### config.mk
export PLATFORM = sky130hd
export DESIGN_NAME = sccr_top
export DESIGN_NICKNAME = d
export VERILOG_FILES = /design/src/rtl/sccr_pkg.sv /design/src/rtl/sccr_chan_if.sv /design/src/rtl/sccr_chan.sv /design/src/rtl/sccr_top.sv
export SDC_FILE = /design/constraint.sdc
export NUM_CORES = 2
export LEC_CHECK = 0
export BUFFER_PORTS_ARGS = -buffer_cell sky130_fd_sc_hd__buf_2
export CORE_MARGIN = 2
export CORE_UTILIZATION = 60
export CTS_CLUSTER_DIAMETER = 100
export DETAILED_ROUTE_END_ITERATION = 6
export PLACE_DENSITY = 0.77
export SLEW_MARGIN = 20
export SYNTH_ARGS = -nofsm -noshare
export SYNTH_HDL_FRONTEND = slang
export SYNTH_SLANG_ARGS = --single-unit
### constraint.sdc
create_clock -name clock_i -period 12.28 [get_ports clock_i]
set_input_delay 0.614 -clock clock_i [delete_from_list [all_inputs] [get_ports clock_i]]
set_output_delay 0.614 -clock clock_i [all_outputs]
set_load 0.02 [all_outputs]
### src/rtl/sccr_pkg.sv
// Package: register map, field layout, reset values and types of the readout block
package sccr_pkg;
  localparam int          NUM_CH        = 2;
  // Register byte addresses
  localparam logic [7:0]  ADDR_CTRL     = 8'h00;
  localparam logic [7:0]  ADDR_CMD      = 8'h04;
  localparam logic [7:0]  ADDR_GAIN_CH1 = 8'h08;
  localparam logic [7:0]  ADDR_OFFS_CH1 = 8'h0C;
  localparam logic [7:0]  ADDR_GAIN_CH2 = 8'h10;
  localparam logic [7:0]  ADDR_OFFS_CH2 = 8'h14;
  localparam logic [7:0]  ADDR_CSP_CH1  = 8'h18;
  localparam logic [7:0]  ADDR_CSP_CH2  = 8'h1C;
  localparam logic [7:0]  ADDR_AST_CH1  = 8'h20;
  localparam logic [7:0]  ADDR_AST_CH2  = 8'h24;
  localparam logic [7:0]  ADDR_ADV_CH1  = 8'h28;
  localparam logic [7:0]  ADDR_ADV_CH2  = 8'h2C;
  localparam logic [7:0]  ADDR_DUAL     = 8'h30;
  localparam logic [7:0]  ADDR_PMEM     = 8'h34;
  // Field positions
  localparam int          CTRL_MODE_LSB = 0;
  localparam int          CTRL_RATE_LSB = 16;
  localparam int          CMD_TRIG_BIT  = 0;
  localparam int          HI_LSB        = 16;
  localparam int          LO_LSB        = 0;
  localparam int          GAIN_W        = 11;
  localparam int          PMEM_STAT_LSB = 16;
  // Reset values
  localparam logic [3:0]  MODE_RESET    = 4'h0;
  localparam logic [15:0] RATE_RESET    = 16'h1000;
  localparam logic [10:0] GAIN_RESET    = 11'h400;
  localparam logic [15:0] OFFS_RESET    = 16'h0000;
  // Behaviour constants
  localparam logic [3:0]  MODE_CALIB    = 4'h5;
  localparam logic [11:0] GAIN_HALF     = 12'h400;
  localparam int          GAIN_SHIFT    = 11;
  localparam logic [13:0] MAG_MAX       = 14'h3FFF;
  localparam logic [15:0] DEV_SETTLED   = 16'h0141;

  typedef enum logic [1:0] {
    SCCR_BUS_IDLE = 2'b01,
    SCCR_BUS_ACK  = 2'b10
  } sccr_bus_t;

  typedef struct packed {
    logic [31:0] corr;
    logic [15:0] angle;
    logic [15:0] step;
    logic [1:0]  quad;
    logic [15:0] qcnt;
    logic [15:0] qvis;
    logic [15:0] hi;
    logic        primed;
  } sccr_chan_state_t;
endpackage

### src/rtl/sccr_chan_if.sv
// Interface: settings into and results out of one channel
`timescale 1ns/1ps
`default_nettype none
interface sccr_chan_if;
  logic        sample_valid;
  logic [15:0] raw_sin;
  logic [15:0] raw_cos;
  logic [15:0] turn;
  logic [15:0] deviation;
  logic [15:0] sin_off;
  logic [15:0] cos_off;
  logic [10:0] sin_gain;
  logic [10:0] cos_gain;
  logic [15:0] rate;
  logic        calib;
  logic        trig;
  logic [31:0] corr_word;
  logic [15:0] angle;
  logic [15:0] step;
  logic [15:0] hi_word;
  modport chan (input sample_valid, raw_sin, raw_cos, turn, deviation, sin_off, cos_off,
                input sin_gain, cos_gain, rate, calib, trig,
                output corr_word, angle, step, hi_word);
  modport top  (output sample_valid, raw_sin, raw_cos, turn, deviation, sin_off, cos_off,
                output sin_gain, cos_gain, rate, calib, trig,
                input corr_word, angle, step, hi_word);
endinterface
`default_nettype wire

### src/rtl/sccr_chan.sv
// Module: per-channel correction, angle, phase step and quadrant counter
`timescale 1ns/1ps
`default_nettype none
module sccr_chan
  import sccr_pkg::*;
(
  // Clock and reset
  input  wire logic   clock_i,
  input  wire logic   rst_b_i,
  // Channel link
  sccr_chan_if.chan   ch
);
  sccr_chan_state_t s_q, s_d;

  function automatic logic [15:0] sm_word(input logic signed [18:0] v);
    logic [18:0] mag;
    mag = v[18] ? 19'(-v) : 19'(v);
    if (mag > {5'h00, MAG_MAX}) begin
      mag = {5'h00, MAG_MAX};
    end
    return {v[18], 1'b0, mag[13:0]};
  endfunction

  logic signed [16:0] sum_sin, sum_cos;
  logic signed [29:0] prod_sin, prod_cos;
  logic [31:0]        ang_prod;
  logic [15:0]        ang_new;
  logic signed [16:0] diff;
  logic [16:0]        half;
  logic [1:0]         qd;

  always_comb begin
    s_d      = s_q;
    sum_sin  = 17'(signed'({ch.raw_sin[15], ch.raw_sin})) + 17'(signed'({ch.sin_off[15], ch.sin_off}));
    sum_cos  = 17'(signed'({ch.raw_cos[15], ch.raw_cos})) + 17'(signed'({ch.cos_off[15], ch.cos_off}));
    prod_sin = 30'(sum_sin * signed'({1'b0, GAIN_HALF + {1'b0, ch.sin_gain}}));
    prod_cos = 30'(sum_cos * signed'({1'b0, GAIN_HALF + {1'b0, ch.cos_gain}}));
    ang_prod = ch.turn * ch.rate;
    ang_new  = ang_prod[31:16];
    half     = {2'b00, ch.rate[15:1]};
    diff     = signed'({1'b0, ang_new}) - signed'({1'b0, s_q.angle});
    qd       = ch.turn[15:14] - s_q.quad;
    if (ch.calib ? ch.trig : ch.sample_valid) begin
      s_d.corr[31:16] = sm_word(prod_sin[29:11]);
      s_d.corr[15:0]  = sm_word(prod_cos[29:11]);
    end
    if (ch.sample_valid) begin
      if (diff > signed'(half)) begin
        diff = diff - signed'({1'b0, ch.rate});
      end else if (diff < -signed'(half)) begin
        diff = diff + signed'({1'b0, ch.rate});
      end
      s_d.angle  = ang_new;
      s_d.step   = s_q.primed ? diff[15:0] : 16'h0000;
      s_d.quad   = ch.turn[15:14];
      s_d.primed = 1'b1;
      if (s_q.primed && qd == 2'b01) begin
        s_d.qcnt = s_q.qcnt + 16'h0001;
      end else if (s_q.primed && qd == 2'b11) begin
        s_d.qcnt = s_q.qcnt - 16'h0001;
      end
    end
    if (ch.calib && ch.trig) begin
      s_d.qvis = s_q.qcnt;
    end
    s_d.hi = ch.calib ? s_q.qvis : ch.deviation;
  end

  always_ff @(posedge clock_i or negedge rst_b_i) begin
    if (!rst_b_i) begin
      s_q <= '0;
    end else begin
      s_q <= s_d;
    end
  end

  assign ch.corr_word = s_q.corr;
  assign ch.angle     = s_q.angle;
  assign ch.step      = s_q.step;
  assign ch.hi_word   = s_q.hi;
endmodule
`default_nettype wire

### src/rtl/sccr_top.sv
// Module: sine/cosine interpolation readout registers on an Avalon-MM slave
//
// The Avalon-MM interface to the registers and the address map were left to the implementer.
`timescale 1ns/1ps
`default_nettype none
module sccr_top
  import sccr_pkg::*;
(
  // Clock and reset
  input  wire logic                     clock_i,
  input  wire logic                     rst_b_i,
  // Avalon-MM slave
  input  wire logic [7:0]               avs_address_i,
  input  wire logic                     avs_read_i,
  input  wire logic                     avs_write_i,
  input  wire logic [31:0]              avs_writedata_i,
  input  wire logic [3:0]               avs_byteenable_i,
  output logic      [31:0]              avs_readdata_o,
  output logic                          avs_waitrequest_o,
  // Sampled channel inputs
  input  wire logic [sccr_pkg::NUM_CH-1:0]        sample_valid_i,
  input  wire logic [sccr_pkg::NUM_CH-1:0][15:0]  raw_sin_i,
  input  wire logic [sccr_pkg::NUM_CH-1:0][15:0]  raw_cos_i,
  input  wire logic [sccr_pkg::NUM_CH-1:0][15:0]  turn_i,
  input  wire logic [sccr_pkg::NUM_CH-1:0][15:0]  deviation_i,
  // Calibration trigger pin
  input  wire logic                     trig_i,
  // Parameter-memory status
  input  wire logic                     mem_load_valid_i,
  input  wire logic                     erase_active_i,
  input  wire logic                     write_active_i,
  input  wire logic                     memory_busy_i,
  input  wire logic                     memory_locked_i
);
  // ****************************************
  // State
  // ****************************************
  typedef struct packed {
    sccr_bus_t                    bus;
    logic                         wreq;
    logic [31:0]                  rdata;
    logic [3:0]                   mode;
    logic [15:0]                  rate;
    logic [NUM_CH-1:0][10:0]      gsin;
    logic [NUM_CH-1:0][10:0]      gcos;
    logic [NUM_CH-1:0][15:0]      osin;
    logic [NUM_CH-1:0][15:0]      ocos;
    logic                         trig_prev;
    logic                         trig;
    logic [4:0]                   stat;
  } sccr_top_state_t;

  sccr_top_state_t s_q, s_d;

  logic [NUM_CH-1:0][31:0] corr_w;
  logic [NUM_CH-1:0][15:0] angle_w;
  logic [NUM_CH-1:0][15:0] step_w;
  logic [NUM_CH-1:0][15:0] hi_w;
  logic [31:0]             dual_w;
  logic [31:0]             rmux;
  logic                    calib;
  logic                    cmd_trig;
  logic [31:0]             wmerge;

  function automatic logic [31:0] be_merge(input logic [31:0] old, input logic [31:0] nw,
                                           input logic [3:0] be);
    logic [31:0] r;
    r = old;
    for (int b = 0; b < 4; b++) begin
      if (be[b]) begin
        r[b*8 +: 8] = nw[b*8 +: 8];
      end
    end
    return r;
  endfunction

  // ****************************************
  // Channels
  // ****************************************
  assign calib = (s_q.mode == MODE_CALIB);

  sccr_chan_if ch_if [NUM_CH] ();

  genvar gi;
  generate
    for (gi = 0; gi < NUM_CH; gi++) begin : g_ch
      assign ch_if[gi].sample_valid = sample_valid_i[gi];
      assign ch_if[gi].raw_sin      = raw_sin_i[gi];
      assign ch_if[gi].raw_cos      = raw_cos_i[gi];
      assign ch_if[gi].turn         = turn_i[gi];
      assign ch_if[gi].deviation    = deviation_i[gi];
      assign ch_if[gi].sin_off      = s_q.osin[gi];
      assign ch_if[gi].cos_off      = s_q.ocos[gi];
      assign ch_if[gi].sin_gain     = s_q.gsin[gi];
      assign ch_if[gi].cos_gain     = s_q.gcos[gi];
      assign ch_if[gi].rate         = s_q.rate;
      assign ch_if[gi].calib        = calib;
      assign ch_if[gi].trig         = s_q.trig;
      assign corr_w[gi]             = ch_if[gi].corr_word;
      assign angle_w[gi]            = ch_if[gi].angle;
      assign step_w[gi]             = ch_if[gi].step;
      assign hi_w[gi]               = ch_if[gi].hi_word;
      sccr_chan u_chan (
        .clock_i (clock_i),
        .rst_b_i (rst_b_i),
        .ch      (ch_if[gi])
      );
    end
  endgenerate

  assign dual_w = {angle_w[1], angle_w[0]};

  // ****************************************
  // Read mux
  // ****************************************
  always_comb begin
    rmux = 32'h0000_0000;
    case (avs_address_i)
      ADDR_CTRL: begin
        rmux[CTRL_RATE_LSB +: 16] = s_q.rate;
        rmux[CTRL_MODE_LSB +: 4]  = s_q.mode;
      end
      ADDR_GAIN_CH1: begin
        rmux[HI_LSB +: GAIN_W] = s_q.gsin[0];
        rmux[LO_LSB +: GAIN_W] = s_q.gcos[0];
      end
      ADDR_GAIN_CH2: begin
        rmux[HI_LSB +: GAIN_W] = s_q.gsin[1];
        rmux[LO_LSB +: GAIN_W] = s_q.gcos[1];
      end
      ADDR_OFFS_CH1: rmux = {s_q.osin[0], s_q.ocos[0]};
      ADDR_OFFS_CH2: rmux = {s_q.osin[1], s_q.ocos[1]};
      ADDR_CSP_CH1:  rmux = corr_w[0];
      ADDR_CSP_CH2:  rmux = corr_w[1];
      ADDR_AST_CH1:  rmux = {step_w[0], angle_w[0]};
      ADDR_AST_CH2:  rmux = {step_w[1], angle_w[1]};
      ADDR_ADV_CH1:  rmux = {hi_w[0], angle_w[0]};
      ADDR_ADV_CH2:  rmux = {hi_w[1], angle_w[1]};
      ADDR_DUAL:     rmux = dual_w;
      ADDR_PMEM:     rmux[PMEM_STAT_LSB +: 5] = s_q.stat;
      default:       rmux = 32'h0000_0000;
    endcase
  end

  // ****************************************
  // Bus handshake and register writes
  // ****************************************
  always_comb begin
    s_d           = s_q;
    cmd_trig      = 1'b0;
    wmerge        = 32'h0000_0000;
    s_d.trig_prev = trig_i;
    // Status sampled every cycle, never altered by software
    s_d.stat = {mem_load_valid_i, erase_active_i, write_active_i,
                memory_busy_i, memory_locked_i};
    case (s_q.bus)
      SCCR_BUS_IDLE: begin
        if (avs_read_i || avs_write_i) begin
          s_d.bus   = SCCR_BUS_ACK;
          s_d.rdata = avs_read_i ? rmux : 32'h0000_0000;
        end
      end
      SCCR_BUS_ACK: begin
        s_d.bus = SCCR_BUS_IDLE;
        if (avs_write_i) begin
          case (avs_address_i)
            ADDR_CTRL: begin
              wmerge   = be_merge({s_q.rate, 12'h000, s_q.mode},
                                  avs_writedata_i, avs_byteenable_i);
              s_d.rate = wmerge[CTRL_RATE_LSB +: 16];
              s_d.mode = wmerge[CTRL_MODE_LSB +: 4];
            end
            ADDR_CMD: begin
              cmd_trig = avs_byteenable_i[0] && avs_writedata_i[CMD_TRIG_BIT];
            end
            ADDR_GAIN_CH1: begin
              wmerge      = be_merge({5'h00, s_q.gsin[0], 5'h00, s_q.gcos[0]},
                                     avs_writedata_i, avs_byteenable_i);
              s_d.gsin[0] = wmerge[HI_LSB +: GAIN_W];
              s_d.gcos[0] = wmerge[LO_LSB +: GAIN_W];
            end
            ADDR_GAIN_CH2: begin
              wmerge      = be_merge({5'h00, s_q.gsin[1], 5'h00, s_q.gcos[1]},
                                     avs_writedata_i, avs_byteenable_i);
              s_d.gsin[1] = wmerge[HI_LSB +: GAIN_W];
              s_d.gcos[1] = wmerge[LO_LSB +: GAIN_W];
            end
            ADDR_OFFS_CH1: begin
              {s_d.osin[0], s_d.ocos[0]} = be_merge({s_q.osin[0], s_q.ocos[0]},
                                                    avs_writedata_i, avs_byteenable_i);
            end
            ADDR_OFFS_CH2: begin
              {s_d.osin[1], s_d.ocos[1]} = be_merge({s_q.osin[1], s_q.ocos[1]},
                                                    avs_writedata_i, avs_byteenable_i);
            end
            // Result and status words ignore writes
            default: begin
            end
          endcase
        end
      end
      default: begin
        s_d.bus = SCCR_BUS_IDLE;
      end
    endcase
    // Pin edge or command refreshes calibration snapshots
    s_d.trig = (trig_i && !s_q.trig_prev) || cmd_trig;
    s_d.wreq = (s_d.bus != SCCR_BUS_ACK);
  end

  always_ff @(posedge clock_i or negedge rst_b_i) begin
    if (!rst_b_i) begin
      s_q.bus       <= SCCR_BUS_IDLE;
      s_q.wreq      <= 1'b1;
      s_q.rdata     <= 32'h0000_0000;
      s_q.mode      <= MODE_RESET;
      s_q.rate      <= RATE_RESET;
      s_q.gsin      <= {NUM_CH{GAIN_RESET}};
      s_q.gcos      <= {NUM_CH{GAIN_RESET}};
      s_q.osin      <= {NUM_CH{OFFS_RESET}};
      s_q.ocos      <= {NUM_CH{OFFS_RESET}};
      s_q.trig_prev <= 1'b0;
      s_q.trig      <= 1'b0;
      s_q.stat      <= 5'h00;
    end else begin
      s_q <= s_d;
    end
  end

  assign avs_readdata_o    = s_q.rdata;
  assign avs_waitrequest_o = s_q.wreq;

  // ****************************************
  // Assertions
  // ****************************************
  logic req;
  assign req = avs_read_i || avs_write_i;

  property p_one_wait;
    @(posedge clock_i) disable iff (!rst_b_i)
      (req && avs_waitrequest_o) |=> !avs_waitrequest_o ##1 avs_waitrequest_o;
  endproperty
  a_one_wait: assert property (p_one_wait) else $error("waitrequest not low one cycle");

  property p_dual;
    @(posedge clock_i) disable iff (!rst_b_i)
      (avs_read_i && avs_waitrequest_o && avs_address_i == ADDR_DUAL)
        |=> avs_readdata_o == $past(dual_w);
  endproperty
  a_dual: assert property (p_dual) else $error("combined angle word wrong");

  property p_dual_map;
    @(posedge clock_i) disable iff (!rst_b_i)
      (avs_read_i && avs_waitrequest_o && avs_address_i == ADDR_DUAL)
        |=> avs_readdata_o == {$past(angle_w[1]), $past(angle_w[0])};
  endproperty
  a_dual_map: assert property (p_dual_map) else $error("channel angles swapped");

  property p_status;
    @(posedge clock_i) disable iff (!rst_b_i)
      (avs_read_i && avs_waitrequest_o && avs_address_i == ADDR_PMEM && $stable(write_active_i))
        |=> avs_readdata_o[18] == $past(write_active_i, 2) && avs_readdata_o[15:0] == 16'h0000;
  endproperty
  a_status: assert property (p_status) else $error("write flag not at bit 18");

  property p_busy_pos;
    @(posedge clock_i) disable iff (!rst_b_i)
      memory_busy_i |=> s_q.stat[1] ##1 1'b1;
  endproperty
  a_busy_pos: assert property (p_busy_pos) else $error("busy flag not captured");

  property p_read_no_effect;
    @(posedge clock_i) disable iff (!rst_b_i)
      (avs_read_i && sample_valid_i == '0 && !s_q.trig && !$past(s_q.trig))
        |=> $stable(angle_w) && $stable(hi_w[0][15:0]) || !calib;
  endproperty
  a_read_no_effect: assert property (p_read_no_effect) else $error("read disturbed results");

  property p_angle_range;
    @(posedge clock_i) disable iff (!rst_b_i)
      ($past(sample_valid_i[0]) && $stable(s_q.rate) && s_q.rate != 16'h0000)
        |-> angle_w[0] < s_q.rate;
  endproperty
  a_angle_range: assert property (p_angle_range) else $error("angle beyond rate");

  property p_sm_format;
    @(posedge clock_i) disable iff (!rst_b_i)
      $past(sample_valid_i[1]) |-> corr_w[1][30] == 1'b0 && corr_w[1][14] == 1'b0;
  endproperty
  a_sm_format: assert property (p_sm_format) else $error("magnitude overflow bit set");

  property p_dev_pass;
    @(posedge clock_i) disable iff (!rst_b_i)
      (!calib ##1 !calib) |=> hi_w[0] == $past(deviation_i[0]);
  endproperty
  a_dev_pass: assert property (p_dev_pass) else $error("deviation not shown");

  property p_quad_hold;
    @(posedge clock_i) disable iff (!rst_b_i)
      (calib && !s_q.trig) [*3] |=> $stable(hi_w[0]);
  endproperty
  a_quad_hold: assert property (p_quad_hold) else $error("quadrant view moved without trigger");

  property p_calib_hold;
    @(posedge clock_i) disable iff (!rst_b_i)
      (calib && !s_q.trig) |=> $stable(corr_w);
  endproperty
  a_calib_hold: assert property (p_calib_hold) else $error("corrected word moved untriggered");

  property p_ro_write;
    @(posedge clock_i) disable iff (!rst_b_i)
      (avs_write_i && !avs_waitrequest_o && avs_address_i >= ADDR_CSP_CH1
       && sample_valid_i == '0 && !s_q.trig) |=> $stable(corr_w) && $stable(angle_w);
  endproperty
  a_ro_write: assert property (p_ro_write) else $error("write changed a result word");

  property p_idle_wait;
    @(posedge clock_i) disable iff (!rst_b_i)
      (!req && avs_waitrequest_o) |=> avs_waitrequest_o;
  endproperty
  a_idle_wait: assert property (p_idle_wait) else $error("waitrequest dropped while idle");

  property p_lock_pos;
    @(posedge clock_i) disable iff (!rst_b_i)
      memory_locked_i |=> s_q.stat[0];
  endproperty
  a_lock_pos: assert property (p_lock_pos) else $error("locked flag not captured");

  c_calib_trig: cover property (@(posedge clock_i) disable iff (!rst_b_i) calib && s_q.trig);
  c_settled:    cover property (@(posedge clock_i) disable iff (!rst_b_i)
                                deviation_i[0] == DEV_SETTLED);
  c_read_dual:  cover property (@(posedge clock_i) disable iff (!rst_b_i)
                                avs_read_i && !avs_waitrequest_o && avs_address_i == ADDR_DUAL);
  c_busy_read:  cover property (@(posedge clock_i) disable iff (!rst_b_i)
                                s_q.stat[1] && avs_read_i && avs_address_i == ADDR_PMEM);
endmodule
`default_nettype wire

==> run metrics <==
outcome=finished clean; Mapped Cells=between 8000 and 9000; Max-slew headroom=19.6%; grt peak-use layer=met2; top-count cell post-synth=inv_1; actual slew at the worst max-slew pin=between 1 and 1.5 ns; Final Hold Fails=0; vias per cell=5.90; Fin Setup TNS=0 ns; Final ANT Viol Nets=0; peak supply drop=about 0.19 mV; most instantiated cells after synthesis=inv_1, fa_1, nand2_1; overall routed net length=~210 mm; number of synthesized flops with an enable pin=0; met3 usage in global routing=7.74%; Longest Clk Path Bufs=3; io pins=217; post-synthesis cell area=~0.072 mm2; Yosys Warn Count=0; Synth area leader=fa_1; area taken by multi-input logic gates=0.0548 mm2; via count=approximately 57000; TritonCTS buffer count=44; CP Launch Type=register; CTS tree=done; share of cells above drive strength 1=a little under a tenth; Fillers=slightly below 10000; max incr delay on CP=roughly 0.84 ns; H-Tree Depth=2; clk sinks=around 400; Initial Util=60.3%; Synth Register Bits=roughly 400; worst setup path class=register to register; grt met1 use=between 40 and 50%; Worst Skew=approximately 0.035 ns; Top FF cell, synth=dfrtp_1; die width=between 300 and 400 um; Die Ht=approximately 350 um; Max-Cap Viols=0; clk_lat worst skew=around 0.6 ns; P_leak=just under 40 nW; Area growth syn-to-layout=5.24%; critical path's slowest cell=dfrtp_1; critical-path maximum fanout=28; Reg area=between 0.009 and 0.01 mm2; Avg WL per Cell=between 20 and 25 um; fin. max-slew vios=0; met2 Use GR=54.4%; CTS Root Buffer Type=clkbuf_16; dominant cells by area after synthesis=fa_1, dfrtp_1, ha_1, inv_1, nand2_1; min-delay worst type=primary input to async pin; post-synthesis sequential area ratio=~14%; largest net degree at the start of global routing=between 150 and 200; crit path DAT=between 10 and 15 ns; Mean Syn Cell Area=between 8 and 9 um2; Core Rows=~130; grt ovf=0; initial antenna violation count=23; Design Power=6.44 mW; Yosys top cell area share=30.2%; fmax=approximately 0.086 GHz; ys async rst share=between 90% and 100%; core area=between 0.1 and 0.15 mm2; hpwl dp=167 mm; Crit. End Element=register; setup violators final=0; postcts setup bufs=0; Pre-antenna DRT Iters=7; Net count, final=slightly below 10000; crit share post-route=94.7%; port bufs=between 200 and 250; CTS Hold Bufs=0; drt first-iter violations=between 4000 and 5000; DR DRC count=0; Worst-path clk slew=about 0.070 ns; GPL Wtd Cong=about 0.99; number of global-route vias before repair=slightly below 60000; Cell variety after synth=106; pwr/cell area=84.9 mW/mm2; first-pass GRT wire length=~330 mm; worst path required time=about 13 ns; post-route minimum period=11.63 ns; RSZ-0062 raised after global routing=false; Die ar.=~0.12 mm2; All-Layer GR Usage=between 30% and 40%
==> worst paths after layout <==
kind                              startpoint                         endpoint  slack (ns)  cells past startpoint
min                                  rst_b_i           g_ch[1].u_chan.s_q[45]        0.05                      1
max in group asynchronous            rst_b_i  g_ch[1].u_chan.ch.corr_word[27]       10.35                      4
max reg2reg                ch_if[0].rate[11]       g_ch[1].u_chan.ch.step[15]        0.65                     43
min in group clock_i        mem_load_valid_i                           s_q[4]        0.12                      1
max                        ch_if[0].rate[11]       g_ch[1].u_chan.ch.step[15]        0.65                     43
min reg2reg                           s_q[6]                    ch_if[0].trig        0.42                      1
==> critical path: cells and delay by family, from the launching register on <==
family / cells / cell delay (ns)
compound gates: 15 / 3.74
xor+xnor: 3 / 0.95
fa+ha+maj: 9 / 3.70
buf+inv: 7 / 0.95
flops: 1 / 0.84
mux: 1 / 0.15
simple gates: 8 / 1.08
==> cells by family after synthesis <==
| family | count (synthesis) | synth area share (%) |
|---|---|---|
| other | 1 | 0.00520 |
| AO/OA/AOI/OAI | 1143 | 11.0 |
| AND/OR/NAND/NOR | 2181 | 14.5 |
| adder cells (fa/ha/maj) | 1797 | 42.5 |
| multiplexers | 284 | 4.40 |
| XOR/XNOR | 279 | 3.42 |
| flip-flops | 396 | 13.8 |
| buffers and inverters | 1965 | 10.4 |
==> sequential cells by signal, indices dropped and copies added, names as in the netlist, 16 cells and up <==
name and count:
ch_if.rate 16, g_ch.u_chan.ch.hi_word 32, g_ch.u_chan.ch.corr_word 60, g_ch.u_chan.s_q 70
ch_if.cos_off 32, ch_if.sin_gain 22, ch_if.sin_off 32, avs_readdata_o 32
ch_if.cos_gain 22, g_ch.u_chan.ch.step 32, g_ch.u_chan.ch.angle 32
==> metrics by stage <==
stage          util [%]  setup slack, ns  cell area, um2  hold slack [ns]  instances
2_1_floorplan         -             1.88           72100            0.318       8049
3_3_place_gp       62.1            0.806           74200            0.416       9516
3_5_place_dp       62.1            0.573           74200            0.419       9516
4_1_cts            63.4            0.681           75800           0.0756       9598
5_1_grt            63.5           0.0167           75900            0.118       9608
6_report           63.5            0.655           75900           0.0488       9611
==> timing repair <==
item | 4_1_cts | 5_1_grt
setup endpoints to repair | 0 | 1
endpoints found under the hold margin | 0 | 0
gates resized for setup | 0 | 4
==> per-layer routing <==
metal / share of wire [%] / vias up
met1: 38 / 28400
met4: 6.6 / 22
li1: - / 25400
met2: 46 / 2413
met5: 0.065 / -
met3: 9.7 / 539
==> cell usage in the layout, fill, tap and decap left out, types with 53 or more instances in the layout <==
cell type and instances:
a21o_1 109, a21oi_1 256, a222oi_1 53, and2_1 508
buf_2 215, buf_4 96, dfrtp_1 389, fa_1 1086
ha_1 711, inv_1 1500, mux2_2 265, nand2_1 955
nand3_1 72, nor2_1 291, nor2b_1 68, nor3_1 66
o21ai_0 198, xnor2_1 184, xor2_1 90
==> final cells by class <==
cell class / instances / share of cell area, %
diodes: 12 / 0.0396
clock buffers: 60 / 1.68
clock inverters: 22 / 0.396
inverters: 1505 / 7.45
multi-input cells: 5688 / 72.2
flip-flops and latches: 396 / 13.1
well taps: 1612 / 2.66
repair buffers: 316 / 2.48
==> report_power, final <==
part	switching (mW)	internal (mW)
logic	2.07	1.34
clock network	0.612	0.842
registers	0.132	1.45
Power figures use the tool's default switching activity.
